--- src/pkg/pitlv_pkg.sv ---
// constants for the periodic timer and low-voltage monitor block
package pitlv_pkg;

  // ----------------------------------------
  // bus geometry
  // ----------------------------------------
  localparam int ADDR_W = 16;
  localparam int DATA_W = 8;

  // ----------------------------------------
  // register offsets
  // ----------------------------------------
  localparam logic [15:0] LOW_VOLTAGE_CONTROL_OFS    = 16'h02f1;
  localparam logic [15:0] PERIODIC_TIMER_CONTROL_OFS = 16'h02f2;
  localparam logic [15:0] PERIODIC_CLOCK_TRIM_OFS    = 16'h02f3;
  localparam logic [15:0] PERIODIC_RATE_HIGH_OFS     = 16'h02f4;
  localparam logic [15:0] PERIODIC_RATE_LOW_OFS      = 16'h02f5;

  // ----------------------------------------
  // field positions
  // ----------------------------------------
  localparam int LV_STATUS_BIT  = 2;
  localparam int LV_IRQ_EN_BIT  = 1;
  localparam int LV_FLAG_BIT    = 0;
  localparam int PT_CLKSEL_BIT  = 7;
  localparam int PT_WAVESEL_BIT = 4;
  localparam int PT_PINEN_BIT   = 3;
  localparam int PT_FEAT_BIT    = 2;
  localparam int PT_IRQ_EN_BIT  = 1;
  localparam int PT_FLAG_BIT    = 0;
  localparam int TRIM_W         = 6;
  localparam int RATE_W         = 16;
  localparam int COUNT_W        = 17;

  // ----------------------------------------
  // reset values
  // ----------------------------------------
  localparam logic [7:0]  CTRL_RESET = 8'h00;
  localparam logic [15:0] RATE_RESET = 16'h0000;
  localparam logic [5:0]  TRIM_RESET = 6'h00;

  // ----------------------------------------
  // low-power clock timing
  // ----------------------------------------
  localparam int CLOCK_HZ           = 10_000_000;
  localparam int LP_CLOCK_PERIOD_US = 100;
  localparam int LP_BASE_CYCLES     = (LP_CLOCK_PERIOD_US * (CLOCK_HZ / 1_000_000));
  localparam int LP_TRIM_STEP       = 4;
  localparam int LP_DIV_W           = 12;

endpackage

--- src/pitlv_timer.sv ---
// periodic interrupt timer with low-voltage status and flag logic
`timescale 1ns/10ps
`default_nettype none

// How it works
// [RQ1] status follows supply comparator, read only
// [RQ2] status 0 above release, 1 below assert
// [RQ3] any status change sets flag
// [RQ4] flag cleared only by writing one
// [RQ5] low-voltage request while flag and enable
// [RQ6] bit 7: 0 low-power clock, 1 bus
// [RQ7] clock select writable only while disabled
// [RQ8] feature enable starts timer, clear disables
// [RQ9] pin pulse half minimum period per period
// [RQ10] pin square clock at twice the period
// [RQ11] pin driven only with pin and feature enables
// [RQ12] timeout flag set at each period end
// [RQ13] timeout flag write-one-clear, enable requests
// [RQ14] periodic request only when enable is one
// [RQ15] six-bit signed trim adjusts low-power clock
// [RQ16] bit 5 lengthens, lower bits shorten less
// [RQ17] trim loaded from nonvolatile value after reset
// [RQ18] rate bytes writable only while disabled
// [RQ19] period is two times rate plus one
// [RQ20] waveform select 0 pulse, 1 square
// [RQ21] counter reloads, clearing enable resets it
// [RQ22] change detect against previous status
module pitlv_timer
  import pitlv_pkg::*;
(
  input  wire logic              clock,                     // 10 MHz bus clock
  input  wire logic              reset_n,                   // asynchronous system reset
  input  wire logic [ADDR_W-1:0] reg_addr,                  // register address
  input  wire logic [DATA_W-1:0] reg_wdata,                 // register write data
  input  wire logic              reg_write,                 // write strobe
  input  wire logic              reg_read,                  // read strobe
  output logic      [DATA_W-1:0] reg_rdata,                 // read data, cycle after strobe
  input  wire logic              monitored_supply_low,      // comparator: supply below threshold
  input  wire logic [TRIM_W-1:0] nvm_trim_value,            // trim value from nonvolatile memory
  output logic                   supply_low_irq,            // low-voltage interrupt request
  output logic                   periodic_irq,              // periodic interrupt request
  output logic                   periodic_waveform_pin      // external timer waveform
);

  // ----------------------------------------
  // helper functions
  // ----------------------------------------
  function automatic logic addr_is(input logic [ADDR_W-1:0] a, input logic [ADDR_W-1:0] ofs);
    addr_is = (a == ofs);
  endfunction

  // low-power clock divider length; bit 5 adds, lower bits subtract
  function automatic logic [LP_DIV_W-1:0] lp_cycles(input logic [TRIM_W-1:0] t);
    int v;
    v = LP_BASE_CYCLES + (t[5] ? 32 * LP_TRIM_STEP : 0) - int'(t[4:0]) * LP_TRIM_STEP;
    lp_cycles = LP_DIV_W'(v);
  endfunction

  // ----------------------------------------
  // registers
  // ----------------------------------------
  logic [2:0]          sync_reg;
  logic                lv_status_reg;
  logic                lv_irq_en_reg;
  logic                lv_flag_reg;
  logic                clksel_reg;
  logic                wavesel_reg;
  logic                pinen_reg;
  logic                feat_reg;
  logic                pt_irq_en_reg;
  logic                pt_flag_reg;
  logic [TRIM_W-1:0]   trim_reg;
  logic                trim_load_reg;
  logic [RATE_W-1:0]   rate_reg;
  logic [LP_DIV_W-1:0] lp_div_reg;
  logic [COUNT_W-1:0]  count_reg;
  logic                pulse_reg;
  logic                square_reg;
  logic                pin_reg;
  logic [DATA_W-1:0]   rdata_reg;

  // ----------------------------------------
  // decode
  // ----------------------------------------
  wire wr_lv    = reg_write && addr_is(reg_addr, LOW_VOLTAGE_CONTROL_OFS);
  wire wr_ctl   = reg_write && addr_is(reg_addr, PERIODIC_TIMER_CONTROL_OFS);
  wire wr_trim  = reg_write && addr_is(reg_addr, PERIODIC_CLOCK_TRIM_OFS);
  wire wr_rateh = reg_write && addr_is(reg_addr, PERIODIC_RATE_HIGH_OFS);
  wire wr_ratel = reg_write && addr_is(reg_addr, PERIODIC_RATE_LOW_OFS);

  // [RQ2] agreed comparator level; only stages two and three are compared
  wire supply_stable = (sync_reg[1] == sync_reg[2]);
  // [RQ22] change against previous status
  wire lv_change     = supply_stable && (sync_reg[2] != lv_status_reg);

  // [RQ6] tick source select
  wire lp_tick   = (lp_div_reg == '0);
  wire src_tick  = clksel_reg ? 1'b1 : lp_tick;
  // [RQ19] last count is 2*(rate+1)-1
  wire [COUNT_W-1:0] last_count = {rate_reg, 1'b1};
  wire timeout   = feat_reg && src_tick && (count_reg == last_count);

  // [RQ7] clock select locked while enabled or being enabled
  wire clksel_wr = wr_ctl && !feat_reg && !reg_wdata[PT_FEAT_BIT];
  // [RQ18] rate locked while enabled
  wire rate_wr_ok = !feat_reg;

  wire [DATA_W-1:0] lv_read  = {5'b00000, lv_status_reg, lv_irq_en_reg, lv_flag_reg};
  wire [DATA_W-1:0] ctl_read = {clksel_reg, 2'b00, wavesel_reg, pinen_reg, feat_reg,
                                pt_irq_en_reg, pt_flag_reg};
  wire [DATA_W-1:0] rd_mux   =
      addr_is(reg_addr, LOW_VOLTAGE_CONTROL_OFS)    ? lv_read :
      addr_is(reg_addr, PERIODIC_TIMER_CONTROL_OFS) ? ctl_read :
      addr_is(reg_addr, PERIODIC_CLOCK_TRIM_OFS)    ? {2'b00, trim_reg} :
      addr_is(reg_addr, PERIODIC_RATE_HIGH_OFS)     ? rate_reg[15:8] :
      addr_is(reg_addr, PERIODIC_RATE_LOW_OFS)      ? rate_reg[7:0] : 8'h00;

  // ----------------------------------------
  // low-voltage monitor
  // ----------------------------------------
  always_ff @(posedge clock or negedge reset_n) begin
    if (!reset_n) begin
      sync_reg <= 3'h0;
    end else begin
      sync_reg <= {sync_reg[1:0], monitored_supply_low};
    end
  end

  // [RQ1] status updates from the comparator only; bus writes never reach it
  always_ff @(posedge clock or negedge reset_n) begin
    if (!reset_n) begin
      lv_status_reg <= 1'b0;
    end else if (lv_change) begin
      lv_status_reg <= sync_reg[2];
    end
  end

  always_ff @(posedge clock or negedge reset_n) begin
    if (!reset_n) begin
      lv_irq_en_reg <= 1'b0;
      lv_flag_reg   <= 1'b0;
    end else begin
      if (wr_lv) begin
        lv_irq_en_reg <= reg_wdata[LV_IRQ_EN_BIT];
      end
      // [RQ3] set wins over a clear in the same cycle
      if (lv_change) begin
        lv_flag_reg <= 1'b1;
      // [RQ4] write one clears
      end else if (wr_lv && reg_wdata[LV_FLAG_BIT]) begin
        lv_flag_reg <= 1'b0;
      end
    end
  end

  // [RQ5] low-voltage request
  assign supply_low_irq = lv_flag_reg && lv_irq_en_reg;

  // ----------------------------------------
  // control register
  // ----------------------------------------
  always_ff @(posedge clock or negedge reset_n) begin
    if (!reset_n) begin
      clksel_reg    <= CTRL_RESET[PT_CLKSEL_BIT];
      wavesel_reg   <= CTRL_RESET[PT_WAVESEL_BIT];
      pinen_reg     <= CTRL_RESET[PT_PINEN_BIT];
      feat_reg      <= CTRL_RESET[PT_FEAT_BIT];
      pt_irq_en_reg <= CTRL_RESET[PT_IRQ_EN_BIT];
    end else if (wr_ctl) begin
      // [RQ7] guarded clock select
      if (clksel_wr) begin
        clksel_reg <= reg_wdata[PT_CLKSEL_BIT];
      end
      wavesel_reg   <= reg_wdata[PT_WAVESEL_BIT];
      pinen_reg     <= reg_wdata[PT_PINEN_BIT];
      // [RQ8] feature enable
      feat_reg      <= reg_wdata[PT_FEAT_BIT];
      pt_irq_en_reg <= reg_wdata[PT_IRQ_EN_BIT];
    end
  end

  always_ff @(posedge clock or negedge reset_n) begin
    if (!reset_n) begin
      pt_flag_reg <= 1'b0;
    // [RQ12] timeout sets, winning over a clear
    end else if (timeout) begin
      pt_flag_reg <= 1'b1;
    // [RQ13] write one clears
    end else if (wr_ctl && reg_wdata[PT_FLAG_BIT]) begin
      pt_flag_reg <= 1'b0;
    end
  end

  // [RQ14] periodic request gated by enable
  assign periodic_irq = pt_flag_reg && pt_irq_en_reg;

  // ----------------------------------------
  // trim and rate
  // ----------------------------------------
  // trim load waits one edge after release so the nvm word is sampled clocked
  always_ff @(posedge clock or negedge reset_n) begin
    if (!reset_n) begin
      trim_reg      <= TRIM_RESET;
      trim_load_reg <= 1'b1;
    end else if (trim_load_reg) begin
      // [RQ17] nonvolatile load
      trim_reg      <= nvm_trim_value;
      trim_load_reg <= 1'b0;
    end else if (wr_trim) begin
      trim_reg <= reg_wdata[TRIM_W-1:0];
    end
  end

  always_ff @(posedge clock or negedge reset_n) begin
    if (!reset_n) begin
      rate_reg <= RATE_RESET;
    end else if (rate_wr_ok) begin
      // [RQ18] byte writes while disabled
      if (wr_rateh) begin
        rate_reg[15:8] <= reg_wdata;
      end
      if (wr_ratel) begin
        rate_reg[7:0] <= reg_wdata;
      end
    end
  end

  // ----------------------------------------
  // low-power clock and counter
  // ----------------------------------------
  // [RQ15] trimmed divider; restart on enable so the first tick is a full period
  always_ff @(posedge clock or negedge reset_n) begin
    if (!reset_n) begin
      lp_div_reg <= '0;
    end else if (!feat_reg || lp_tick) begin
      // [RQ16] signed trim weights
      lp_div_reg <= lp_cycles(trim_reg) - LP_DIV_W'(1);
    end else begin
      lp_div_reg <= lp_div_reg - LP_DIV_W'(1);
    end
  end

  always_ff @(posedge clock or negedge reset_n) begin
    if (!reset_n) begin
      count_reg <= '0;
    // [RQ21] disabled counter held at zero
    end else if (!feat_reg) begin
      count_reg <= '0;
    end else if (src_tick) begin
      // [RQ21] reload at timeout
      count_reg <= timeout ? '0 : count_reg + COUNT_W'(1);
    end
  end

  // ----------------------------------------
  // external waveform
  // ----------------------------------------
  always_ff @(posedge clock or negedge reset_n) begin
    if (!reset_n) begin
      pulse_reg  <= 1'b0;
      square_reg <= 1'b0;
    end else if (!feat_reg) begin
      pulse_reg  <= 1'b0;
      square_reg <= 1'b0;
    end else begin
      // [RQ9] pulse lasts one source tick, half the minimum period
      if (timeout) begin
        pulse_reg <= 1'b1;
      end else if (src_tick) begin
        pulse_reg <= 1'b0;
      end
      // [RQ10] toggle per period gives twice the period
      if (timeout) begin
        square_reg <= !square_reg;
      end
    end
  end

  // [RQ20] waveform select; [RQ11] pin gating
  wire pin_next = pinen_reg && feat_reg && (wavesel_reg ? square_reg : pulse_reg);

  always_ff @(posedge clock or negedge reset_n) begin
    if (!reset_n) begin
      pin_reg <= 1'b0;
    end else begin
      pin_reg <= pin_next;
    end
  end

  assign periodic_waveform_pin = pin_reg;

  // ----------------------------------------
  // read port
  // ----------------------------------------
  // data stand only in the cycle after the strobe; zero otherwise
  always_ff @(posedge clock or negedge reset_n) begin
    if (!reset_n) begin
      rdata_reg <= 8'h00;
    end else begin
      rdata_reg <= reg_read ? rd_mux : 8'h00;
    end
  end

  assign reg_rdata = rdata_reg;

endmodule

`default_nettype wire

--- config.mk ---
export PLATFORM = sky130hd
export DESIGN_NAME = pitlv_timer
export DESIGN_NICKNAME = d
export VERILOG_FILES = /design/src/pkg/pitlv_pkg.sv /design/src/pitlv_timer.sv
export SDC_FILE = /design/constraint.sdc
export NUM_CORES = 1
export LEC_CHECK = 0
export BUFFER_PORTS_ARGS = -buffer_cell sky130_fd_sc_hd__buf_2
export CAP_MARGIN = 20
export CORE_UTILIZATION = 63
export CTS_CLUSTER_SIZE = 25
export DETAILED_ROUTE_END_ITERATION = 6
export GPL_TIMING_DRIVEN = 0
export PLACE_DENSITY = 0.85
export SYNTH_ARGS = -nofsm -noshare
export SYNTH_HDL_FRONTEND = slang
export SYNTH_SLANG_ARGS = --single-unit
--- constraint.sdc ---
create_clock -name clock -period 4.1 [get_ports clock]
set_input_delay 0.205 -clock clock [delete_from_list [all_inputs] [get_ports clock]]
set_output_delay 0.205 -clock clock [all_outputs]
set_load 0.01 [all_outputs]
Word level (Yosys, flattened, before mapping)
Cells that the tools add are included.
Storage, ports and cells
  bits in latches: 0
  bits in writable memories: 0
  ROM bits: 0
  memories: 0
  input port bits: 35
  flip-flop bits (word level): 75
Operators by class
  multiply operators: 0
  muxes and demuxes: 24
  bitwise logic cells: 1
  $add $sub $neg: 5
  order comparisons: 0
  divide/modulo/power cells: 0
  shifts and indexed selects: 0
  equal/unequal tests: 11
  reductions and logical operators: 27
Operators with widths (count)
  16-bit by 10-bit equality test with 1-bit output (second input constant): 5
  8-bit two-way mux: 7
  17-bit two-way mux: 3
  12-bit by 1-bit subtractor with 12-bit output (second input constant): 2
  17-bit by 1-bit adder with 17-bit output (second input constant): 1
  17-bit equality test: 1
  1-bit logical AND: 16
  12-bit logical NOT: 1
  12-bit two-way mux: 1
  6-bit two-way mux: 2
  11-bit by 7-bit subtractor with 12-bit output: 1
  10-bit by 8-bit adder with 11-bit output (first input constant): 1
  1-bit two-way mux: 11
  2-bit AND reduction: 3
  2-bit nonzero test: 3
  2-bit by 1-bit inequality test with 1-bit output (second input constant): 2
  1-bit logical NOT: 3
  3-bit by 1-bit inequality test with 1-bit output (second input constant): 1
  1-bit equality test: 1
  1-bit logical OR: 1
  1-bit inequality test: 1
  1-bit NOT: 1

Logic depth before layout (Yosys ltp)
  word-level depth: 7
  depth in mapped cells: 8
  gate-level depth less buffers: 7

Least setup slack after synthesis
No wires, ideal clock.
  path kind: reg2reg
  from: reg lp_div_reg[7]
  to: reg count_reg[10]
  cell stages (with the launch flop): 6
  arrival: 1.949 ns
  required time: 3.978 ns
  setup time: 0.122 ns
  path buffers: 1
  slack: 2.030 ns
  clock period less this slack: 2.070 ns
  path through: dfrtp_1 -> nor4_1 -> a31oi_1 -> o31ai_1 -> buf_2 -> nor2_1
On the way
  word-level cells in the longest chain between the ends: 7
  elaborated cells between the ends (all ways): 8
Ends and longest elaborated chain
  from (decl): line pitlv_timer.sv:75  | logic [LP_DIV_W-1:0] lp_div_reg;
  from (signal assigned): line pitlv_timer.sv:237  | lp_div_reg <= lp_cycles(trim_reg) - LP_DIV_W'(1);
  from (signal assigned): line pitlv_timer.sv:239  | lp_div_reg <= lp_div_reg - LP_DIV_W'(1);
  12-bit logical NOT (*): line pitlv_timer.sv:97  | wire lp_tick = (lp_div_reg == '0);
  1-bit two-way mux (*): line pitlv_timer.sv:98  | wire src_tick = clksel_reg ? 1'b1 : lp_tick;
  1-bit logical AND (2 in a row): line pitlv_timer.sv:101  | wire timeout = feat_reg && src_tick && (count_reg == last_count);
  17-bit two-way mux: line pitlv_timer.sv:251  | count_reg <= timeout ? '0 : count_reg + COUNT_W'(1);
  17-bit two-way mux: line pitlv_timer.sv:249  | end else if (src_tick) begin
  17-bit two-way mux: line pitlv_timer.sv:247  | end else if (!feat_reg) begin
  to (signal assigned): line pitlv_timer.sv:251
  to (decl): line pitlv_timer.sv:76  | logic [COUNT_W-1:0] count_reg;
Mark *: on every way between the ends. The rest lies on a longest branch, timed or not. The select of a mux whose other input is x is not followed.
A chain may end at the register's enable or synchronous reset.

Final worst setup path
  from: reg lp_div_reg[7]
  to: reg count_reg[7]
The elaborated chain is that of the path after synthesis.

==> Flow_metrics.wiki <==
{| class="wikitable"
! Metric !! Value
|-
| Status || finished, violations left
|-
| Violations in the final reports || negative hold slack
|-
| Root Buffer Master || clkbuf_8
|-
| Number of detailed-routing iterations run before antenna repair || 4
|-
| Maximum resistive drop on vdd || 0.0002554 V
|-
| Worst-Skew Late Latency || 340 ps
|-
| Max capacitance violation total || 0
|-
| Final count of negative-setup-slack endpoints || 0
|-
| Sw frac || 24.30%
|-
| Largest register FFs || 17
|-
| Instance count of the mapped netlist || 362
|-
| Number of H-tree levels || 3
|-
| CP startpoint kind || flop
|-
| Vias per Instance || 5.960
|-
| Register share of total power || 52.1%
|-
| Clock transition at the registers of the reported paths || 80 ps
|-
| DRT antenna net count || 0
|-
| Synthesized-area fraction occupied by xor and xnor cells || 9.530%
|-
| Number of different library cells in the post-synthesis netlist || 49
|-
| Nets || 460
|-
| Quantity of I/O buffers inserted on ports || 43
|-
| Hold Slack || -1.150 ps
|-
| Count of final max-slew check failures || 0
|-
| Number of synthesized flops with an enable pin || 0
|-
| Max-slew headroom at the worst pin || 38.74%
|-
| Average wire per standard cell || 17.70 um
|-
| Growth of design area from synthesis to finish || 13.84%
|-
| Tightest Pin Transition || 918.8 ps
|-
| Count of standard-cell rows || 28
|-
| Post_cts resized || 0
|-
| Largest cells by area after synthesis || dfrtp_1 (48%), mux2_2 (7.3%), xnor2_1 (4.8%)
|-
| Adder-cell share of the synthesized area || 2.593%
|-
| Required time at the worst-slack endpoint || 4330 ps
|-
| Number of antenna violations at the first check in global routing || 0
|-
| Most frequently used flop master after synthesis || dfrtp_1
|-
| Total DRC errors in the routed layout || 0
|-
| Maximum count of clock buffers along a single path || 2
|-
| Hold-fix buffers, CTS || 1
|-
| Skew final || 5.437 ps
|-
| Wire length of the first global-routing pass || 14390 um
|-
| Gp weighted congestion || 0.8730
|-
| P_sw || 368.5 uW
|-
| Cell Chain, Critical Path || nor4_1 > a31oi_1 > o31ai_1 > buf_2 > nor2_1
|-
| Post-route fraction of the period consumed by the critical path || 68.14%
|-
| F_max || 358.0 MHz
|-
| Synthesized Nets || 405
|-
| Most repeated cell in the gate-level netlist after synthesis || dfrtp_1
|-
| Synthesized area divided by synthesized cell count || 10.66 um2
|-
| Y dimension of the die || 80.28 um
|-
| Simple-gate area share of the yosys netlist || 18.61%
|-
| TritonCTS clock tree || done
|-
| Area enclosed by the die boundary || 0.006444 mm2
|-
| Most frequent cells after synthesis || dfrtp_1 (74), nor2_1 (34), mux2_2 (25)
|-
| Synth Register Bits || 75
|-
| Largest fanout on the critical path || 10
|-
| Starting Density || 65.19%
|-
| Master of the slowest instance on the critical path || nor4_1
|-
| Endpoints failing hold || 1
|-
| Antenna Cells || 0
|-
| Final wirelength || 8796 um
|-
| Aggregate global routing overflow || 0
|-
| Endpoint arrival time on the critical path || 3020 ps
|-
| Total track usage || 30.18%
|-
| Share of the yosys chip area belonging to registers || 48.65%
|-
| Share of cells above drive strength 1 || 21.09%
|-
| Clock net sink count || 75
|-
| Hold Crit Class || in -> async
|-
| Compound-gate portion of the synthesized area || 6.742%
|-
| Final critical-path required period || 2794 ps
|-
| Post-Synthesis Cell Area || 0.003860 mm2
|-
| Post-Route Setup TNS || 0 ps
|-
| Cell-internal power || 1148 uW
|-
| Pwr per Cell Area || 345.2 mW/mm2
|-
| Setup repair after global routing missed its margin || false
|-
| Post-CTS setup buffers || 0
|-
| Largest stage delay on the critical path || 790 ps
|-
| Count of pins on the block boundary || 46
|-
| Number of global-route vias before repair || 3057
|-
| Largest family of logic cells by synthesized area || simple AND/OR/NAND/NOR gates
|-
| Detailed-route via count || 2962
|-
| Proportion of register bits with asynchronous set or reset after synthesis || 100.0%
|-
| Critical path class || reg -> reg
|-
| Gate family responsible for the most delay along the worst path || compound AO/OA/AOI/OAI gates
|-
| Largest net degree at the start of global routing || 76
|-
| Combinational share of power || 8.3%
|-
| Static Leak || 0.002056 uW
|-
| Half-perimeter wire length of the detailed placement result || 6292 um
|-
| Bufs and invs on worst path || 1
|-
| X dimension of the die || 80.28 um
|-
| R2r setup slk || 1310 ps
|-
| Yosys top cell area share || 47.97%
|-
| Sort of element at the end of the critical path || flop
|-
| Number of warnings reported in the yosys synthesis log || 0
|-
| Share of cell area taken by muxes after synthesis || 11.70%
|-
| Top cell type by total area after synthesis || dfrtp_1
|-
| Drt initial violations || 181
|-
| Clock power share || 39.6%
|-
| Core Box Area || 0.005921 mm2
|-
| Inserted Clock Buffers || 9
|}
final timing paths:
check	start	cells past startpoint	to
max reg2reg	lp_div_reg[7]	5	count_reg[7]
max	lp_div_reg[7]	5	count_reg[7]
min reg2reg	sync_reg[0]	0	sync_reg[1]
min	reset_n	1	lv_status_reg
min in group clock	nvm_trim_value[2]	3	trim_reg[2]
max in group asynchronous	reset_n	1	rate_reg[2]
cells by family after synthesis:
group | Yosys count
AO/OA/AOI/OAI | 41
XOR/XNOR | 42
buffers and inverters | 21
multiplexers | 42
adder cells (fa/ha/maj) | 8
AND/OR/NAND/NOR | 132
other | 1
flip-flops | 75
layout by cell type, fill, tap and decap left out, types with 4 or more instances in the layout:
master     n
nor3_1    14
o21ai_0   12
buf_2     43
nand2_1   24
xnor2_1   21
nand3_1   13
ha_1       8
dfrtp_1   74
mux2i_1   17
inv_1      9
mux2_2    25
nor4_1     7
nor3b_1    4
and2_1     6
nand4_1    5
nand2b_1   5
clkbuf_1   8
clkbuf_8  12
nor2b_1    4
xor2_1    21
a21oi_1    9
nor2_1    34
stage by stage:
step	util, %	instances	setup WS, ps	cell area (um2)	power, uW
after global routing	74.22	497	1056	4394	1564
after floorplan	-	362	2030	3860	869.4
final	74.22	497	1306	4394	1517
after global placement	70.41	480	1308	4169	919.3
after detailed placement	70.46	480	1305	4172	927.0
after CTS	74.22	497	1298	4394	1521
routing by layer:
layer  wire [um]  part of all wire, %  global-route usage [%]  up-vias
met2        4386                   50                   51.37       93
met5           0                    0                       0        -
met4         204                  2.3                   13.75        0
met3         401                  4.6                   5.227       17
met1        3802                   43                   37.43     1469
li1            -                    -                       -     1383
power by group through the flow:
stage               Combinational [uW]  Clock (uW)  Sequential, uW
CTS                                126         606             789
global route                       141         631             792
floorplan                         73.3           0             796
detailed placement                 124           0             803
finish                             126         601             790
global placement                   118           0             802
layout make-up:
cell class	instances	area (um2)
Buffer	12	46.29
Clock buffer	12	165.2
Clock inverter	4	47.55
Fill cell	403	1526
Inverter	9	33.78
Multi-Input combinational cell	266	1902
Sequential cell	75	1878
Tap cell	75	93.84
Timing Repair Buffer	44	227.7
Note: power is estimated with default switching activity, not from simulation.
